### src/core/srp_pkg.sv
package srp_pkg;
   // Register offsets
   localparam logic [11:0] SOURCE_CONFIG_ADDR  = 12'h139;
   localparam logic [11:0] DIVIDER_HIGH_ADDR   = 12'h13a;
   localparam logic [11:0] DIVIDER_LOW_ADDR    = 12'h13b;
   localparam logic [11:0] DELAY_HIGH_ADDR     = 12'h13c;
   localparam logic [11:0] DELAY_LOW_ADDR      = 12'h13d;
   localparam logic [11:0] BURST_COUNT_ADDR    = 12'h13e;
   localparam logic [11:0] POWER_CONTROL_ADDR  = 12'h140;
   // Values after reset
   localparam logic [7:0]  SOURCE_CONFIG_RESET = 8'h00;
   localparam logic [7:0]  DIVIDER_HIGH_RESET  = 8'h0c;
   localparam logic [7:0]  DIVIDER_LOW_RESET   = 8'h00;
   localparam logic [7:0]  DELAY_HIGH_RESET    = 8'h00;
   localparam logic [7:0]  DELAY_LOW_RESET     = 8'h08;
   localparam logic [7:0]  BURST_COUNT_RESET   = 8'h03;
   localparam logic [7:0]  POWER_CONTROL_RESET = 8'h00;
   // Field positions
   localparam int REQ_ENABLE_BIT   = 4;
   localparam int SYNC_BYPASS_BIT  = 3;
   localparam int SOURCE_LSB       = 0;
   localparam int FRAME_PD_BIT     = 2;
   localparam int PULSER_PD_BIT    = 0;
   localparam int HIGH_FIELD_WIDTH = 5;
   // Smallest divide and delay values that are not reserved
   localparam logic [12:0] MIN_DIVIDE = 13'h0008;
   localparam logic [12:0] MIN_DELAY  = 13'h0008;

   // Source selection codes
   typedef enum logic [1:0] {
      SRC_NORMAL_SYNC = 2'b00,
      SRC_RECLOCKED   = 2'b01,
      SRC_PULSER      = 2'b10,
      SRC_CONTINUOUS  = 2'b11
   } srp_source_type;

   // Burst sequencer states
   typedef enum logic [0:0] {
      BURST_IDLE = 1'b0,
      BURST_RUN  = 1'b1
   } srp_burst_state_type;

   // Source configuration fields
   typedef struct packed {
      logic           request_pin_enable;
      logic           sync_bypass;
      srp_source_type frame_ref_source_select;
   } srp_cfg_type;
endpackage

### src/core/srp_divider.sv
`timescale 1ns/1ps
module srp_divider (
   // Clock and reset
   input  wire logic        i_ref_clk,
   input  wire logic        i_rst,
   // Control
   input  wire logic        i_run,
   input  wire logic [12:0] i_divide,
   // Divider output
   output logic             o_start,
   output logic             o_high
);
   logic [12:0] count;
   logic [12:0] divide;
   logic [12:0] last;

   // Reserved small values are held at the smallest legal divide
   assign divide  = (i_divide < srp_pkg::MIN_DIVIDE) ? srp_pkg::MIN_DIVIDE : i_divide;
   assign last    = divide - 13'h0001;
   assign o_start = i_run && (count == 13'h0000);
   assign o_high  = i_run && (count < {1'b0, divide[12:1]});

   // Period counter, one output cycle per divide value
   always_ff @(posedge i_ref_clk) begin
      if (i_rst || !i_run) begin
         count <= 13'h0000;
      end else if (count >= last) begin
         count <= 13'h0000;
      end else begin
         count <= count + 13'h0001;
      end
   end
endmodule

### src/core/srp_delay.sv
`timescale 1ns/1ps
module srp_delay (
   // Clock and reset
   input  wire logic        i_ref_clk,
   input  wire logic        i_rst,
   // Control
   input  wire logic        i_restart,
   input  wire logic        i_enable,
   input  wire logic [12:0] i_delay,
   // Release of the divider
   output logic             o_release
);
   logic [12:0] remaining;

   assign o_release = i_enable && (remaining == 13'h0000);

   // Holds the divider off for the delay value after each restart
   always_ff @(posedge i_ref_clk) begin
      if (i_rst || i_restart || !i_enable) begin
         remaining <= (i_delay < srp_pkg::MIN_DELAY) ? srp_pkg::MIN_DELAY : i_delay;
      end else if (remaining != 13'h0000) begin
         remaining <= remaining - 13'h0001;
      end
   end
endmodule

### src/core/srp_ctrl.sv
// Functional notes
// - Request enable lets the request pin force the continuous source.
// - Sync bypass skips polarity inversion; clear uses normal sync handling.
// - Bits 1:0 select normal sync, re-clocked, pulser or continuous.
// - Divider is 13 bits: high register low five bits, low register eight.
// - Divide values 8 to 8191 divide exactly; 0 to 7 reserved.
// - Delay is 13 bits split over high and low registers likewise.
// - Delay values 8 to 8191 delay exactly; 0 to 7 reserved.
// - Burst length has no effect while continuous source is selected.
// - Each burst register write launches a burst when pulser selected and powered.
// - Burst code 0,1,2,3 gives 1,2,4,8 pulses.
// - Frame reference power down stops divider, output and sync.
// - Pulser power down stops all bursts.
`timescale 1ns/1ps
module srp_ctrl (
   // Clock and reset
   input  wire logic        i_ref_clk,
   input  wire logic        i_rst,
   // Register access
   input  wire logic [11:0] i_reg_addr,
   input  wire logic        i_reg_wr,
   input  wire logic [7:0]  i_reg_wdata,
   input  wire logic        i_reg_rd,
   output logic [7:0]       o_reg_rdata,
   // Sync and request pin
   input  wire logic        i_sync_request_pin,
   input  wire logic        i_sync_polarity_invert,
   // Frame reference outputs
   output logic             o_frame_ref,
   output logic             o_sync_out,
   output logic             o_burst_busy
);
   // Registers
   srp_pkg::srp_cfg_type             source_config;
   logic [4:0]                       divider_high;
   logic [7:0]                       divider_low;
   logic [4:0]                       delay_high;
   logic [7:0]                       delay_low;
   logic [1:0]                       burst_length_code;
   logic                             frame_ref_power_down;
   logic                             pulser_power_down;
   // Pin synchroniser
   logic                             sync_meta;
   logic                             sync_q;
   // Burst sequencer
   srp_pkg::srp_burst_state_type     burst_state;
   srp_pkg::srp_burst_state_type     next_burst_state;
   logic [3:0]                       pulses_left;
   logic [3:0]                       next_pulses_left;
   logic                             in_pulse;
   logic                             next_in_pulse;
   logic                             reclocked;
   logic                             next_frame_ref;
   // Decode and datapath wires
   wire logic [12:0]                 frame_ref_divider;
   wire logic [12:0]                 frame_ref_digital_delay;
   wire srp_pkg::srp_source_type     eff_source;
   wire logic                        sync_proc;
   wire logic                        wr_config;
   wire logic                        wr_div_high;
   wire logic                        wr_div_low;
   wire logic                        wr_dly_high;
   wire logic                        wr_dly_low;
   wire logic                        wr_burst;
   wire logic                        wr_power;
   wire logic                        timing_restart;
   wire logic                        launch;
   wire logic                        burst_abort;
   wire logic                        div_run;
   wire logic                        div_start;
   wire logic                        div_high;
   wire logic [3:0]                  burst_pulses;
   wire logic [7:0]                  read_mux;
   wire srp_pkg::srp_cfg_type        cfg_written;
   wire srp_pkg::srp_cfg_type        cfg_reset;
   wire logic [12:0]                 next_frame_ref_delay;
   wire logic                        pulse_gate;

   // Write strobes per register
   assign wr_config   = i_reg_wr && (i_reg_addr == srp_pkg::SOURCE_CONFIG_ADDR);
   assign wr_div_high = i_reg_wr && (i_reg_addr == srp_pkg::DIVIDER_HIGH_ADDR);
   assign wr_div_low  = i_reg_wr && (i_reg_addr == srp_pkg::DIVIDER_LOW_ADDR);
   assign wr_dly_high = i_reg_wr && (i_reg_addr == srp_pkg::DELAY_HIGH_ADDR);
   assign wr_dly_low  = i_reg_wr && (i_reg_addr == srp_pkg::DELAY_LOW_ADDR);
   assign wr_burst    = i_reg_wr && (i_reg_addr == srp_pkg::BURST_COUNT_ADDR);
   assign wr_power    = i_reg_wr && (i_reg_addr == srp_pkg::POWER_CONTROL_ADDR);

   // Split fields joined into 13-bit values
   assign frame_ref_divider       = {divider_high, divider_low};
   assign frame_ref_digital_delay = {delay_high, delay_low};

   // Delay as it stands after this edge, so a restart loads a fresh write
   assign next_frame_ref_delay = {wr_dly_high ? i_reg_wdata[4:0] : delay_high,
                                  wr_dly_low  ? i_reg_wdata      : delay_low};

   // Source configuration fields picked by position, bit 2 stays reserved
   assign cfg_written = {i_reg_wdata[srp_pkg::REQ_ENABLE_BIT],
                         i_reg_wdata[srp_pkg::SYNC_BYPASS_BIT],
                         i_reg_wdata[srp_pkg::SOURCE_LSB +: 2]};
   assign cfg_reset   = {srp_pkg::SOURCE_CONFIG_RESET[srp_pkg::REQ_ENABLE_BIT],
                         srp_pkg::SOURCE_CONFIG_RESET[srp_pkg::SYNC_BYPASS_BIT],
                         srp_pkg::SOURCE_CONFIG_RESET[srp_pkg::SOURCE_LSB +: 2]};

   // Register file
   always_ff @(posedge i_ref_clk) begin
      if (i_rst) begin
         source_config        <= cfg_reset;
         divider_high         <= srp_pkg::DIVIDER_HIGH_RESET[4:0];
         divider_low          <= srp_pkg::DIVIDER_LOW_RESET;
         delay_high           <= srp_pkg::DELAY_HIGH_RESET[4:0];
         delay_low            <= srp_pkg::DELAY_LOW_RESET;
         burst_length_code    <= srp_pkg::BURST_COUNT_RESET[1:0];
         frame_ref_power_down <= srp_pkg::POWER_CONTROL_RESET[srp_pkg::FRAME_PD_BIT];
         pulser_power_down    <= srp_pkg::POWER_CONTROL_RESET[srp_pkg::PULSER_PD_BIT];
      end else begin
         if (wr_config) begin
            source_config <= cfg_written;
         end
         if (wr_div_high) begin
            divider_high <= i_reg_wdata[4:0];
         end
         if (wr_div_low) begin
            divider_low <= i_reg_wdata;
         end
         if (wr_dly_high) begin
            delay_high <= i_reg_wdata[4:0];
         end
         if (wr_dly_low) begin
            delay_low <= i_reg_wdata;
         end
         if (wr_burst) begin
            burst_length_code <= i_reg_wdata[1:0];
         end
         if (wr_power) begin
            frame_ref_power_down <= i_reg_wdata[srp_pkg::FRAME_PD_BIT];
            pulser_power_down    <= i_reg_wdata[srp_pkg::PULSER_PD_BIT];
         end
      end
   end

   // Read selection, reserved bits and unmapped offsets read zero
   assign read_mux =
      (i_reg_addr == srp_pkg::SOURCE_CONFIG_ADDR) ? {3'h0, source_config[3:2], 1'b0,
                                                     source_config[1:0]} :
      (i_reg_addr == srp_pkg::DIVIDER_HIGH_ADDR)  ? {3'h0, divider_high} :
      (i_reg_addr == srp_pkg::DIVIDER_LOW_ADDR)   ? divider_low :
      (i_reg_addr == srp_pkg::DELAY_HIGH_ADDR)    ? {3'h0, delay_high} :
      (i_reg_addr == srp_pkg::DELAY_LOW_ADDR)     ? delay_low :
      (i_reg_addr == srp_pkg::BURST_COUNT_ADDR)   ? {6'h00, burst_length_code} :
      (i_reg_addr == srp_pkg::POWER_CONTROL_ADDR) ?
         {5'h00, frame_ref_power_down, 1'b0, pulser_power_down} : 8'h00;

   // Read data register
   always_ff @(posedge i_ref_clk) begin
      if (i_rst) begin
         o_reg_rdata <= 8'h00;
      end else if (i_reg_rd) begin
         o_reg_rdata <= read_mux;
      end
   end

   // Two-stage synchroniser for the request pin
   always_ff @(posedge i_ref_clk) begin
      if (i_rst) begin
         sync_meta <= 1'b0;
         sync_q    <= 1'b0;
      end else begin
         sync_meta <= i_sync_request_pin;
         sync_q    <= sync_meta;
      end
   end

   // Sync path, polarity stage skipped when bypassed
   assign sync_proc = source_config.sync_bypass ? sync_q
                                                : (sync_q ^ i_sync_polarity_invert);

   // Pin request overrides the programmed source
   assign eff_source = (source_config.request_pin_enable && sync_q)
                       ? srp_pkg::SRC_CONTINUOUS
                       : source_config.frame_ref_source_select;

   // Divider timing, restarted by any divide or delay change
   assign timing_restart = wr_div_high || wr_div_low || wr_dly_high || wr_dly_low;

   srp_delay u_delay (
      .i_ref_clk (i_ref_clk),
      .i_rst     (i_rst),
      .i_restart (timing_restart),
      .i_enable  (!frame_ref_power_down),
      .i_delay   (next_frame_ref_delay),
      .o_release (div_run)
   );

   srp_divider u_divider (
      .i_ref_clk (i_ref_clk),
      .i_rst     (i_rst),
      .i_run     (div_run),
      .i_divide  (frame_ref_divider),
      .o_start   (div_start),
      .o_high    (div_high)
   );

   // Burst launch and abort conditions
   assign burst_pulses = 4'h1 << i_reg_wdata[1:0];
   assign launch       = wr_burst && (eff_source == srp_pkg::SRC_PULSER)
                         && !frame_ref_power_down && !pulser_power_down;
   assign burst_abort  = frame_ref_power_down || pulser_power_down
                         || (eff_source != srp_pkg::SRC_PULSER);

   // Pulse window opens at a start with pulses left, closes at the empty start
   assign pulse_gate = div_start
                       ? ((burst_state == srp_pkg::BURST_RUN) && (pulses_left != 4'h0))
                       : in_pulse;

   // Burst sequencer next state
   always_comb begin
      next_burst_state = burst_state;
      next_pulses_left = pulses_left;
      next_in_pulse    = in_pulse;
      case (burst_state)
         srp_pkg::BURST_IDLE: begin
            next_in_pulse = 1'b0;
            if (launch) begin
               next_pulses_left = burst_pulses;
               next_burst_state = srp_pkg::BURST_RUN;
            end
         end
         srp_pkg::BURST_RUN: begin
            if (burst_abort) begin
               next_in_pulse    = 1'b0;
               next_pulses_left = 4'h0;
               next_burst_state = srp_pkg::BURST_IDLE;
            end else if (launch) begin
               next_pulses_left = burst_pulses;
            end else if (div_start) begin
               if (pulses_left != 4'h0) begin
                  next_in_pulse    = 1'b1;
                  next_pulses_left = pulses_left - 4'h1;
               end else begin
                  next_in_pulse    = 1'b0;
                  next_burst_state = srp_pkg::BURST_IDLE;
               end
            end
         end
         default: begin
            next_in_pulse    = 1'b0;
            next_pulses_left = 4'h0;
            next_burst_state = srp_pkg::BURST_IDLE;
         end
      endcase
   end

   // Output selection by effective source
   always_comb begin
      next_frame_ref = 1'b0;
      if (!frame_ref_power_down) begin
         case (eff_source)
            srp_pkg::SRC_NORMAL_SYNC: next_frame_ref = sync_proc;
            srp_pkg::SRC_RECLOCKED:   next_frame_ref = reclocked;
            srp_pkg::SRC_PULSER:      next_frame_ref = pulse_gate && div_high;
            srp_pkg::SRC_CONTINUOUS:  next_frame_ref = div_high;
            default:                  next_frame_ref = 1'b0;
         endcase
      end
   end

   // Sequencer, re-clock stage and output flops
   always_ff @(posedge i_ref_clk) begin
      if (i_rst) begin
         burst_state  <= srp_pkg::BURST_IDLE;
         pulses_left  <= 4'h0;
         in_pulse     <= 1'b0;
         reclocked    <= 1'b0;
         o_frame_ref  <= 1'b0;
         o_sync_out   <= 1'b0;
         o_burst_busy <= 1'b0;
      end else begin
         burst_state  <= next_burst_state;
         pulses_left  <= next_pulses_left;
         in_pulse     <= next_in_pulse;
         if (div_start) begin
            reclocked <= sync_proc;
         end
         o_frame_ref  <= next_frame_ref;
         o_sync_out   <= sync_proc && !frame_ref_power_down;
         o_burst_busy <= (next_burst_state == srp_pkg::BURST_RUN);
      end
   end
endmodule

### config.mk
export PLATFORM = sky130hd
export DESIGN_NAME = srp_ctrl
export DESIGN_NICKNAME = d
export VERILOG_FILES = /design/src/core/srp_pkg.sv /design/src/core/srp_divider.sv /design/src/core/srp_delay.sv /design/src/core/srp_ctrl.sv
export SDC_FILE = /design/constraint.sdc
export NUM_CORES = 1
export LEC_CHECK = 0
export ABC_AREA = 1
export CORE_ASPECT_RATIO = 0.8
export CORE_UTILIZATION = 55
export DETAILED_ROUTE_END_ITERATION = 10
export DONT_BUFFER_PORTS = 1
export PLACE_DENSITY_LB_ADDON = 0.1
export SETUP_SLACK_MARGIN = 0.15
export SYNTH_ARGS = -nofsm -noshare
export SYNTH_HDL_FRONTEND = slang
export SYNTH_SLANG_ARGS = --single-unit
### constraint.sdc
create_clock -name i_ref_clk -period 4.1 [get_ports i_ref_clk]
set_clock_uncertainty 0.2 [all_clocks]
set_input_delay 0.82 -clock i_ref_clk [delete_from_list [all_inputs] [get_ports i_ref_clk]]
set_output_delay 0.82 -clock i_ref_clk [all_outputs]
set_load 0.005 [all_outputs]
==> results of run 1 <==
[cell families after synthesis]
family          Yosys count  synth area share
simple gates            351             0.315
buf+inv                 127            0.0992
compound gates          116             0.128
flops                    79             0.333
xor+xnor                 32            0.0545
fa+ha+maj                29            0.0705
[cell type report]
type,count,area share
inverters,112,0.0762
clock inverters,6,0.0125
clock buffers,10,0.0415
multi-input cells,528,0.530
repair buffers,3,0.00408
well taps,115,0.0261
flip-flops and latches,79,0.310
[worst max-delay path, delay by kind of cell (launching register included)]
| kind | cells | cell delay (ps) |
|---|---|---|
| AND/OR/NAND/NOR | 9 | 1520 |
| adder cells (fa/ha/maj) | 2 | 500 |
| flip-flops | 1 | 330 |
| buffers and inverters | 1 | 150 |
| AO/OA/AOI/OAI | 3 | 570 |
[sequential cells by signal (all words and copies together) (netlist names)]
signal                count
pulses_left               4
o_sync_out                1
o_reg_rdata               8
divider_low               8
reclocked                 1
burst_state               1
frame_ref_power_down      1
o_frame_ref               1
source_config             4
u_divider.count          13
pulser_power_down         1
in_pulse                  1
divider_high              5
sync_q                    1
delay_low                 8
sync_meta                 1
burst_length_code         2
u_delay.remaining        13
delay_high                5
[worst max-delay path by stage]
stage	cells after the start	startpoint	endpoint	slack, ps
finish	15	divider_high[0]	u_divider.count[3]	750
CTS	15	divider_low[7]	u_divider.count[3]	750
global placement	15	divider_low[7]	u_divider.count[1]	960
global route	19	divider_high[2]	u_divider.count[11]	290
floorplan	20	divider_low[6]	u_divider.count[10]	1320
detailed placement	15	divider_low[7]	u_divider.count[3]	760
[where the power goes]
group / internal (mW) / total [mW] / leakage [nW] / switching [mW]
combinational: 0.108 / 0.309 / 1.67 / 0.201
sequential: 0.866 / 0.907 / 0.685 / 0.0412
clock: 0.475 / 0.807 / 0.143 / 0.333
[routing by layer]
| layer | vias to the layer above | routed length [um] | GRT usage |
|---|---|---|---|
| li1 | 2387 | - | - |
| met1 | 2203 | 6310 | 0.415 |
| met2 | 186 | 5400 | 0.426 |
| met3 | 23 | 1090 | 0.0781 |
| met4 | 0 | 236 | 0.0801 |
| met5 | - | 0 | 0 |
[cells in the mapped netlist (all sizes together)]
cell,n
a21oi,41
dfxtp,66
edfxtp,13
o211ai,7
a31oi,1
o21bai,2
and3,1
nor3b,2
nor3,16
nor2,116
a21boi,1
clkinv,1
nand2,146
a211o,1
or2,2
buf,6
nand3,53
a211oi,9
ha,29
nor4,4
o21ai,48
a41oi,1
nand4,11
inv,111
xnor2,4
clkbuf,9
xor2,28
o22ai,5
==> metrics.txt, run 1 <==
status finished clean; # clock sinks 79; overall die area 0.00975 mm2; Synth area leaders dfxtp_1, nand2_1, edfxtp_1, inv_1, nor2_1; initial core utilization 0.567; area share of the largest cell type after synthesis 0.257; routed wire length 13.0 mm; Hold EP sync_q; Yosys top cell by area dfxtp_1; std cell rows 31; Startpoint Class flip-flop; H-tree depth 3; synth warn 0; critical path fanouts, max 13; CTS tree built; final setup TNS 0 ps; Final Critical Period roughly 3400 ps; dpl ws ~760 ps; Finished Cell Area roughly 0.0055 mm2; commonest non-fill, non-tap cells in the layout nand2_1, inv_1, nor2_1; hold depth 2; post-CTS setup buffer count 0; Post-Syn Nets between 700 and 800; Setup WS post-layout 746 ps; Distinct cells, synth 42; All-Layer GR Usage 0.289; drt wl/cell 15.3 um; Slew @ Worst Pin around 700 ps; Placed Cells about 840; chip width 110 um; Synth Register Bits between 70 and 80; peak supply drop 0.258 mV; most common cell after layout, fill and taps aside nand2_1; fin util 0.608; Fin. Hold Viols 0; final antenna-violating net count 0; nets@finish 788; hold buffers post-CTS 0; P&R area growth vs syn 7.27%; GR Overflow Total 0; clk slew on worst S/H paths about 60 ps; core area 0.00908 mm2; Data arrival, critical path 3420 ps; Worst path max stage delay about 390 ps; CTS resizes 0; R2R Path End u_divider.count[3]; clk_lat worst skew about 350 ps; layout cells sized above 1 0.0935; Setup-failing EPs final 0; vias per std cell around 5.6; hold_sp sync_meta; worst endpoint required time roughly 4200 ps; worst reg2reg path depth 15; drt first-iter violations 270; vias post-DR roughly 4.8k; Multi-input gate area roughly 0.0029 mm2; RePlAce Congestion ~0.87; fillcell total 862; CTS Buf Count 9; number of global-route vias before repair roughly 4.3k; non-filler cells, final between 800 and 900; Syn Area/Cell between 7 and 8 um2; die span in y 88.5 um; Period Utilization, post-route 0.818; DP Area 0.00522 mm2; PortBufs 0; # diodes 0; Worst slew margin 0.542; initial antenna violation count 0; first-pass GRT wire length around 21 mm; mapped cell area 0.00514 mm2; cells along the critical path inv_1 > nand2_1 > nor2_2 > nand3_2 > nand2_1 > ha_1 > nand2_1 > nor2_2 > nand2_1 > o21ai_1 > ha_1 > a211o_1 > a21oi_1 > nand3_1 > nor2_1; fmax ~300 MHz; final routed DRC violation total 0; max-slew violation count 0; CTS root buf clkbuf_16; crit path kind reg -> reg; R2R Setup Slk approximately 750 ps; Longest Clk Path Bufs 2; final hold slack 206 ps; RSZ-0062 raised after global routing false; Crit path top cell by count nand2_1; endpoint class of the critical path flip-flop; Syn Inst Count 734; total power around 2.0 mW; register area about 0.0017 mm2; Hold Crit Class reg -> reg; HPWL after detailed placement just over 10 mm; Max-Cap Viols 0; leakage approximately 2.5 nW; power density over the cells approximately 370 mW/mm2; post-synthesis sequential area ratio 0.333; Ports 37; Slowest-stage cell, CP nand3_1; drt pass-1 iters 5; Crit Reg-Reg Startpoint divider_high[0]; largest net degree at the start of global routing 34
No activity file was read; power rests on OpenSTA's default activity.
==> run 2, diff against run 1 <==
==> constraint.sdc (replaced) <==
create_clock -name i_ref_clk -period 2.8 [get_ports i_ref_clk]
set_clock_uncertainty 0.2 [all_clocks]
set_input_delay 0.56 -clock i_ref_clk [delete_from_list [all_inputs] [get_ports i_ref_clk]]
set_output_delay 0.56 -clock i_ref_clk [all_outputs]
set_load 0.005 [all_outputs]
==> metrics.txt, run 2 (synthesis results as in run 1) <==
violated checks setup timing; overall die area between 0.009 and 0.01 mm2; worst endpoint required time approximately 2800 ps; commonest non-fill, non-tap cells in the layout nand2_1, inv_1, nor2_1; CTS Buf Count 9; fmax 351 MHz; worst reg2reg path depth 19; core area roughly 0.0091 mm2; vias per std cell 5.56; hold buffers post-CTS 0; status complete, but fails checks; clock power share 0.415; NetSw between 0.8 and 0.9 mW; CTS root buf clkbuf_16; length of routed met3 wiring ~1.1 mm; std cell rows 31; Hold EP in_pulse; PortBufs 0; met1 WL 6.64 mm; Slew @ Worst Pin 854 ps; die span in y around 90 um; final antenna-violating net count 0; final routed DRC violation total 0; Data arrival, critical path 2880 ps; clk_lat worst skew 340 ps; most common cell after layout, fill and taps aside nand2_1; Max-Cap Viols 0; drt pass-1 iters 5; Fin. Hold Viols 0; leakage 2.70 nW; hold_sp i_rst; All-Layer GR Usage 0.307; Crit Reg-Reg Startpoint divider_high[0]; Startpoint Class flip-flop; crit path kind reg -> reg; internal power approximately 2.2 mW; routed wire length ~14 mm; # diodes 0; # clock sinks 79; met2 routed WL slightly above 6 mm; Final Critical Period approximately 2800 ps; HPWL after detailed placement between 10 and 15 mm; critical path fanouts, max 7; Hold Crit Class in -> reg; max-slew violation count 0; sequential share of power 0.433; CTS tree built; Period Utilization, post-route 1.02; Setup-failing EPs final 7; layout cells sized above 1 0.187; Max Used Layer met4; endpoint class of the critical path flip-flop; Worst slew margin 0.427; drt first-iter violations between 300 and 400; H-tree depth 3; dpl ws -107 ps; Longest Clk Path Bufs 2; clk slew on worst S/H paths about 70 ps; peak supply drop roughly 0.44 mV; non-filler cells, final 890; nets@finish slightly above 800; P&R area growth vs syn 16.7%; drt wl/cell between 15 and 20 um; number of global-route vias before repair around 4.7k; Ports 37; hold depth 1; Setup WS post-layout -45.5 ps; Regs by FF count u_delay.remaining (13), u_divider.count (13); power density over the cells 512 mW/mm2; largest net degree at the start of global routing 34; RSZ-0062 raised after global routing true; initial core utilization 0.567; Placed Cells 865; R2R Setup Slk -50 ps; initial antenna violation count 0; R2R Path End u_divider.count[2]; Logic pwr share 0.152; vias post-DR between 4k and 5k; RePlAce Congestion 0.921; chip width between 100 and 150 um; final hold slack 78.9 ps; first-pass GRT wire length approximately 23 mm; switch share 0.287; GR Overflow Total 0
-- run 2: cell count changes in the layout (fill, tap and decap cells not counted), sizes merged --
| cell | before | now |
|---|---|---|
| clkinvlp | 1 | 0 |
| buf | 3 | 39 |
| clkinv | 4 | 3 |
| inv | 112 | 114 |
| nand3 | 53 | 54 |
-- run 2: routing by layer --
metal	track usage	vias up
li1	-	2456
met1	0.422	2275
met2	0.478	195
met3	0.0795	25
met4	0.0873	0
met5	0	-
-- run 2: timing repair --
action                     4_1_cts  5_1_grt
cloned                           1        0
pin swaps                       16       17
setup buffers                    7        1
setup endpoints to repair       13       13
resized for setup               32       15
-- run 2: how the worst max path moves through the flow --
stage | from | to | slack [ps] | cells past startpoint
2_1_floorplan | divider_high[3] | u_divider.count[3] | 150 | 20
3_3_place_gp | divider_high[4] | u_divider.count[0] | 20 | 15
3_5_place_dp | divider_high[4] | u_divider.count[5] | -110 | 19
4_1_cts | divider_low[6] | u_divider.count[9] | 60 | 15
5_1_grt | divider_high[0] | u_divider.count[11] | -180 | 18
6_report | divider_high[0] | u_divider.count[2] | -50 | 19
-- run 2: through the flow --
stage	utilization	instance area [um2]	total power, mW	setup TNS, ps
final	0.661	6000	3.08	-263
after floorplan	-	5180	1.71	0
after global placement	0.601	5460	1.79	0
after CTS	0.656	5960	3.08	0
after global routing	0.661	6000	3.21	-1920
after detailed placement	0.601	5460	1.80	-1200
-- run 2: worst max-delay path, cell delays in order, from the launching register on --
cell and delay [ps]:
dfxtp_2 330, inv_2 60, nand2_2 70, nor2_4 140, nand3_4 140, nand2_4 140, ha_4 160, nand2_4 60
xor2_1 160, inv_1 90, ha_4 270, nand2_1 90, nor3_1 190, nor2_1 70, nor2_1 100, o21bai_1 70
nand2_1 70, nand2_2 90, nand3_4 180, nor2_1 50
-- run 2: layout make-up --
| type | count | area [um2] |
|---|---|---|
| sequential | 79 | 1720 |
| inverter | 112 | 420 |
| fill | 806 | 3070 |
| clock inverter | 6 | 73.8 |
| timing repair buffer | 39 | 297 |
| tap | 115 | 144 |
| multi-input combinational | 529 | 3100 |
| clock buffer | 10 | 250 |
-- run 2: power groups by stage --
stage               logic (mW)  clock network [mW]  registers [mW]
CTS                      0.461                1.29            1.33
detailed placement       0.444                   0            1.35
floorplan                0.377                   0            1.34
global placement         0.439                   0            1.35
global route             0.531                1.33            1.35
finish                   0.468                1.28            1.33
==> run 3, diff against run 2 <==
--- a/config.mk
+++ b/config.mk
@@ -15,3 +15,4 @@
 export SYNTH_ARGS = -nofsm -noshare
 export SYNTH_HDL_FRONTEND = slang
 export SYNTH_SLANG_ARGS = --single-unit
+export TNS_END_PERCENT = 10
==> constraint.sdc (replaced) <==
create_clock -name i_ref_clk -period 2.6 [get_ports i_ref_clk]
set_clock_uncertainty 0.2 [all_clocks]
set_input_delay 0.52 -clock i_ref_clk [delete_from_list [all_inputs] [get_ports i_ref_clk]]
set_output_delay 0.52 -clock i_ref_clk [all_outputs]
set_load 0.005 [all_outputs]
==> metrics.txt, run 3 (synthesis results as in run 1) <==
number of global-route vias before repair approximately 4.7k; routed wire length around 14 mm; Setup WS post-layout -206 ps; Ports 37; first-pass GRT wire length roughly 23 mm; clk_lat worst skew about 340 ps; All-Layer GR Usage 0.308; Period Utilization, post-route 1.08; die span in y 88.5 um; Startpoint Class flip-flop; peak supply drop about 0.40 mV; Setup-failing EPs final 13; fmax about 360 MHz; violated checks setup timing; vias per std cell about 5.5; final routed DRC violation total 0; Data arrival, critical path a little under 3000 ps; worst reg2reg path depth 18; drt pass-1 iters 5; CTS tree built; total power between 3 and 4 mW; Max-Cap Viols 0; PortBufs 0; Longest Clk Path Bufs 2; HPWL after detailed placement approximately 11 mm; chip width 110 um; DP Area between 0.005 and 0.006 mm2; Fin. Hold Viols 0; RSZ-0062 raised after global routing true; drt wl/cell between 15 and 20 um; GR Overflow Total 0; fillcell total 824; P&R area growth vs syn 17.3%; # diodes 0; leakage about 2.7 nW; std cell rows 31; overall die area approximately 0.01 mm2; commonest non-fill, non-tap cells in the layout nand2_1, inv_1, nor2_1; critical path fanouts, max 7; CTS Buf Count 9; # clock sinks 79; nets@finish 830; Finished Cell Area between 0.006 and 0.007 mm2; initial core utilization 0.567; core area around 0.009 mm2; status complete, but fails checks; hold depth 1; initial antenna violation count 0; Hold Crit Class in -> reg; most common cell after layout, fill and taps aside nand2_1; Slew @ Worst Pin 582 ps; final hold slack roughly 38 ps; max-slew violation count 0; worst endpoint required time ~2700 ps; vias post-DR around 4.9k; power density over the cells between 500 and 600 mW/mm2; crit path kind reg -> reg; drt first-iter violations 362; final antenna-violating net count 0; layout cells sized above 1 0.200; clk slew on worst S/H paths ~60 ps; Final Critical Period 2810 ps; CTS root buf clkbuf_16; largest net degree at the start of global routing 34; H-tree depth 3; Regs by FF count u_delay.remaining (13), u_divider.count (13); Worst slew margin 0.612; R2R Setup Slk -210 ps; endpoint class of the critical path flip-flop; RePlAce Congestion 0.946
-- run 3: path summary, 6_finish.rpt --
check | from | endpoint
min reg2reg | sync_meta | sync_q
min | i_rst | in_pulse
max | divider_low[5] | u_divider.count[2]
max reg2reg | divider_low[5] | u_divider.count[2]
-- run 3: worst max-delay path: stages, from the launching register on --
cell,delay [ps]
dfxtp_2,320
inv_2,50
nand2_2,80
nor2_4,150
nand3_4,140
nand2_4,140
buf_6,110
nand2_4,50
nor2_4,120
nand3_2,90
xor2_1,180
ha_1,310
nand4_1,110
nor2_1,70
o21bai_1,140
nand2_1,80
nand2_2,110
nand3_4,160
nor2_1,130
-- run 3: per-layer routing --
layer | global-route usage | routed length, um | share of wire
met5 | 0 | 0 | 0
met4 | 0.0766 | 187 | 0.013
met3 | 0.0766 | 1030 | 0.074
met2 | 0.483 | 6050 | 0.43
met1 | 0.427 | 6670 | 0.48
-- run 3: final cells by class --
| class | instances | area (um2) | share of cell area |
|---|---|---|---|
| Multi-Input combinational cell | 529 | 3150 | 0.522 |
| Timing Repair Buffer | 44 | 334 | 0.0554 |
| Tap cell | 115 | 144 | 0.0238 |
| Inverter | 112 | 420 | 0.0697 |
| Clock inverter | 5 | 35.0 | 0.00581 |
| Sequential cell | 79 | 1720 | 0.285 |
| Clock buffer | 11 | 233 | 0.0386 |
-- run 3: per-stage QoR --
step | std cells | setup WS (ps) | util | setup TNS (ps)
after floorplan | 734 | 23.3 | - | 0
after detailed placement | 873 | -295 | 0.612 | -3180
after CTS | 893 | -122 | 0.655 | -1100
after global placement | 873 | -106 | 0.612 | -1330
after global routing | 895 | -400 | 0.665 | -4650
final | 895 | -206 | 0.665 | -2230
-- run 3: repair_timing --
action                     in CTS  in global routing
pin swaps                      22                 21
resized for setup              25                 20
setup endpoints to repair      14                 18
setup buffers                   3                  2
cloned                          1                  0
hold buffers                    0                  0
-- run 3: report_power, final --
group / total (mW) / internal (mW) / switching [mW] / leakage [nW]
Sequential: 1.43 / 1.36 / 0.0673 / 0.686
Combinational: 0.526 / 0.188 / 0.338 / 1.88
Clock: 1.17 / 0.648 / 0.520 / 0.126
Total: 3.13 / 2.20 / 0.925 / 2.69
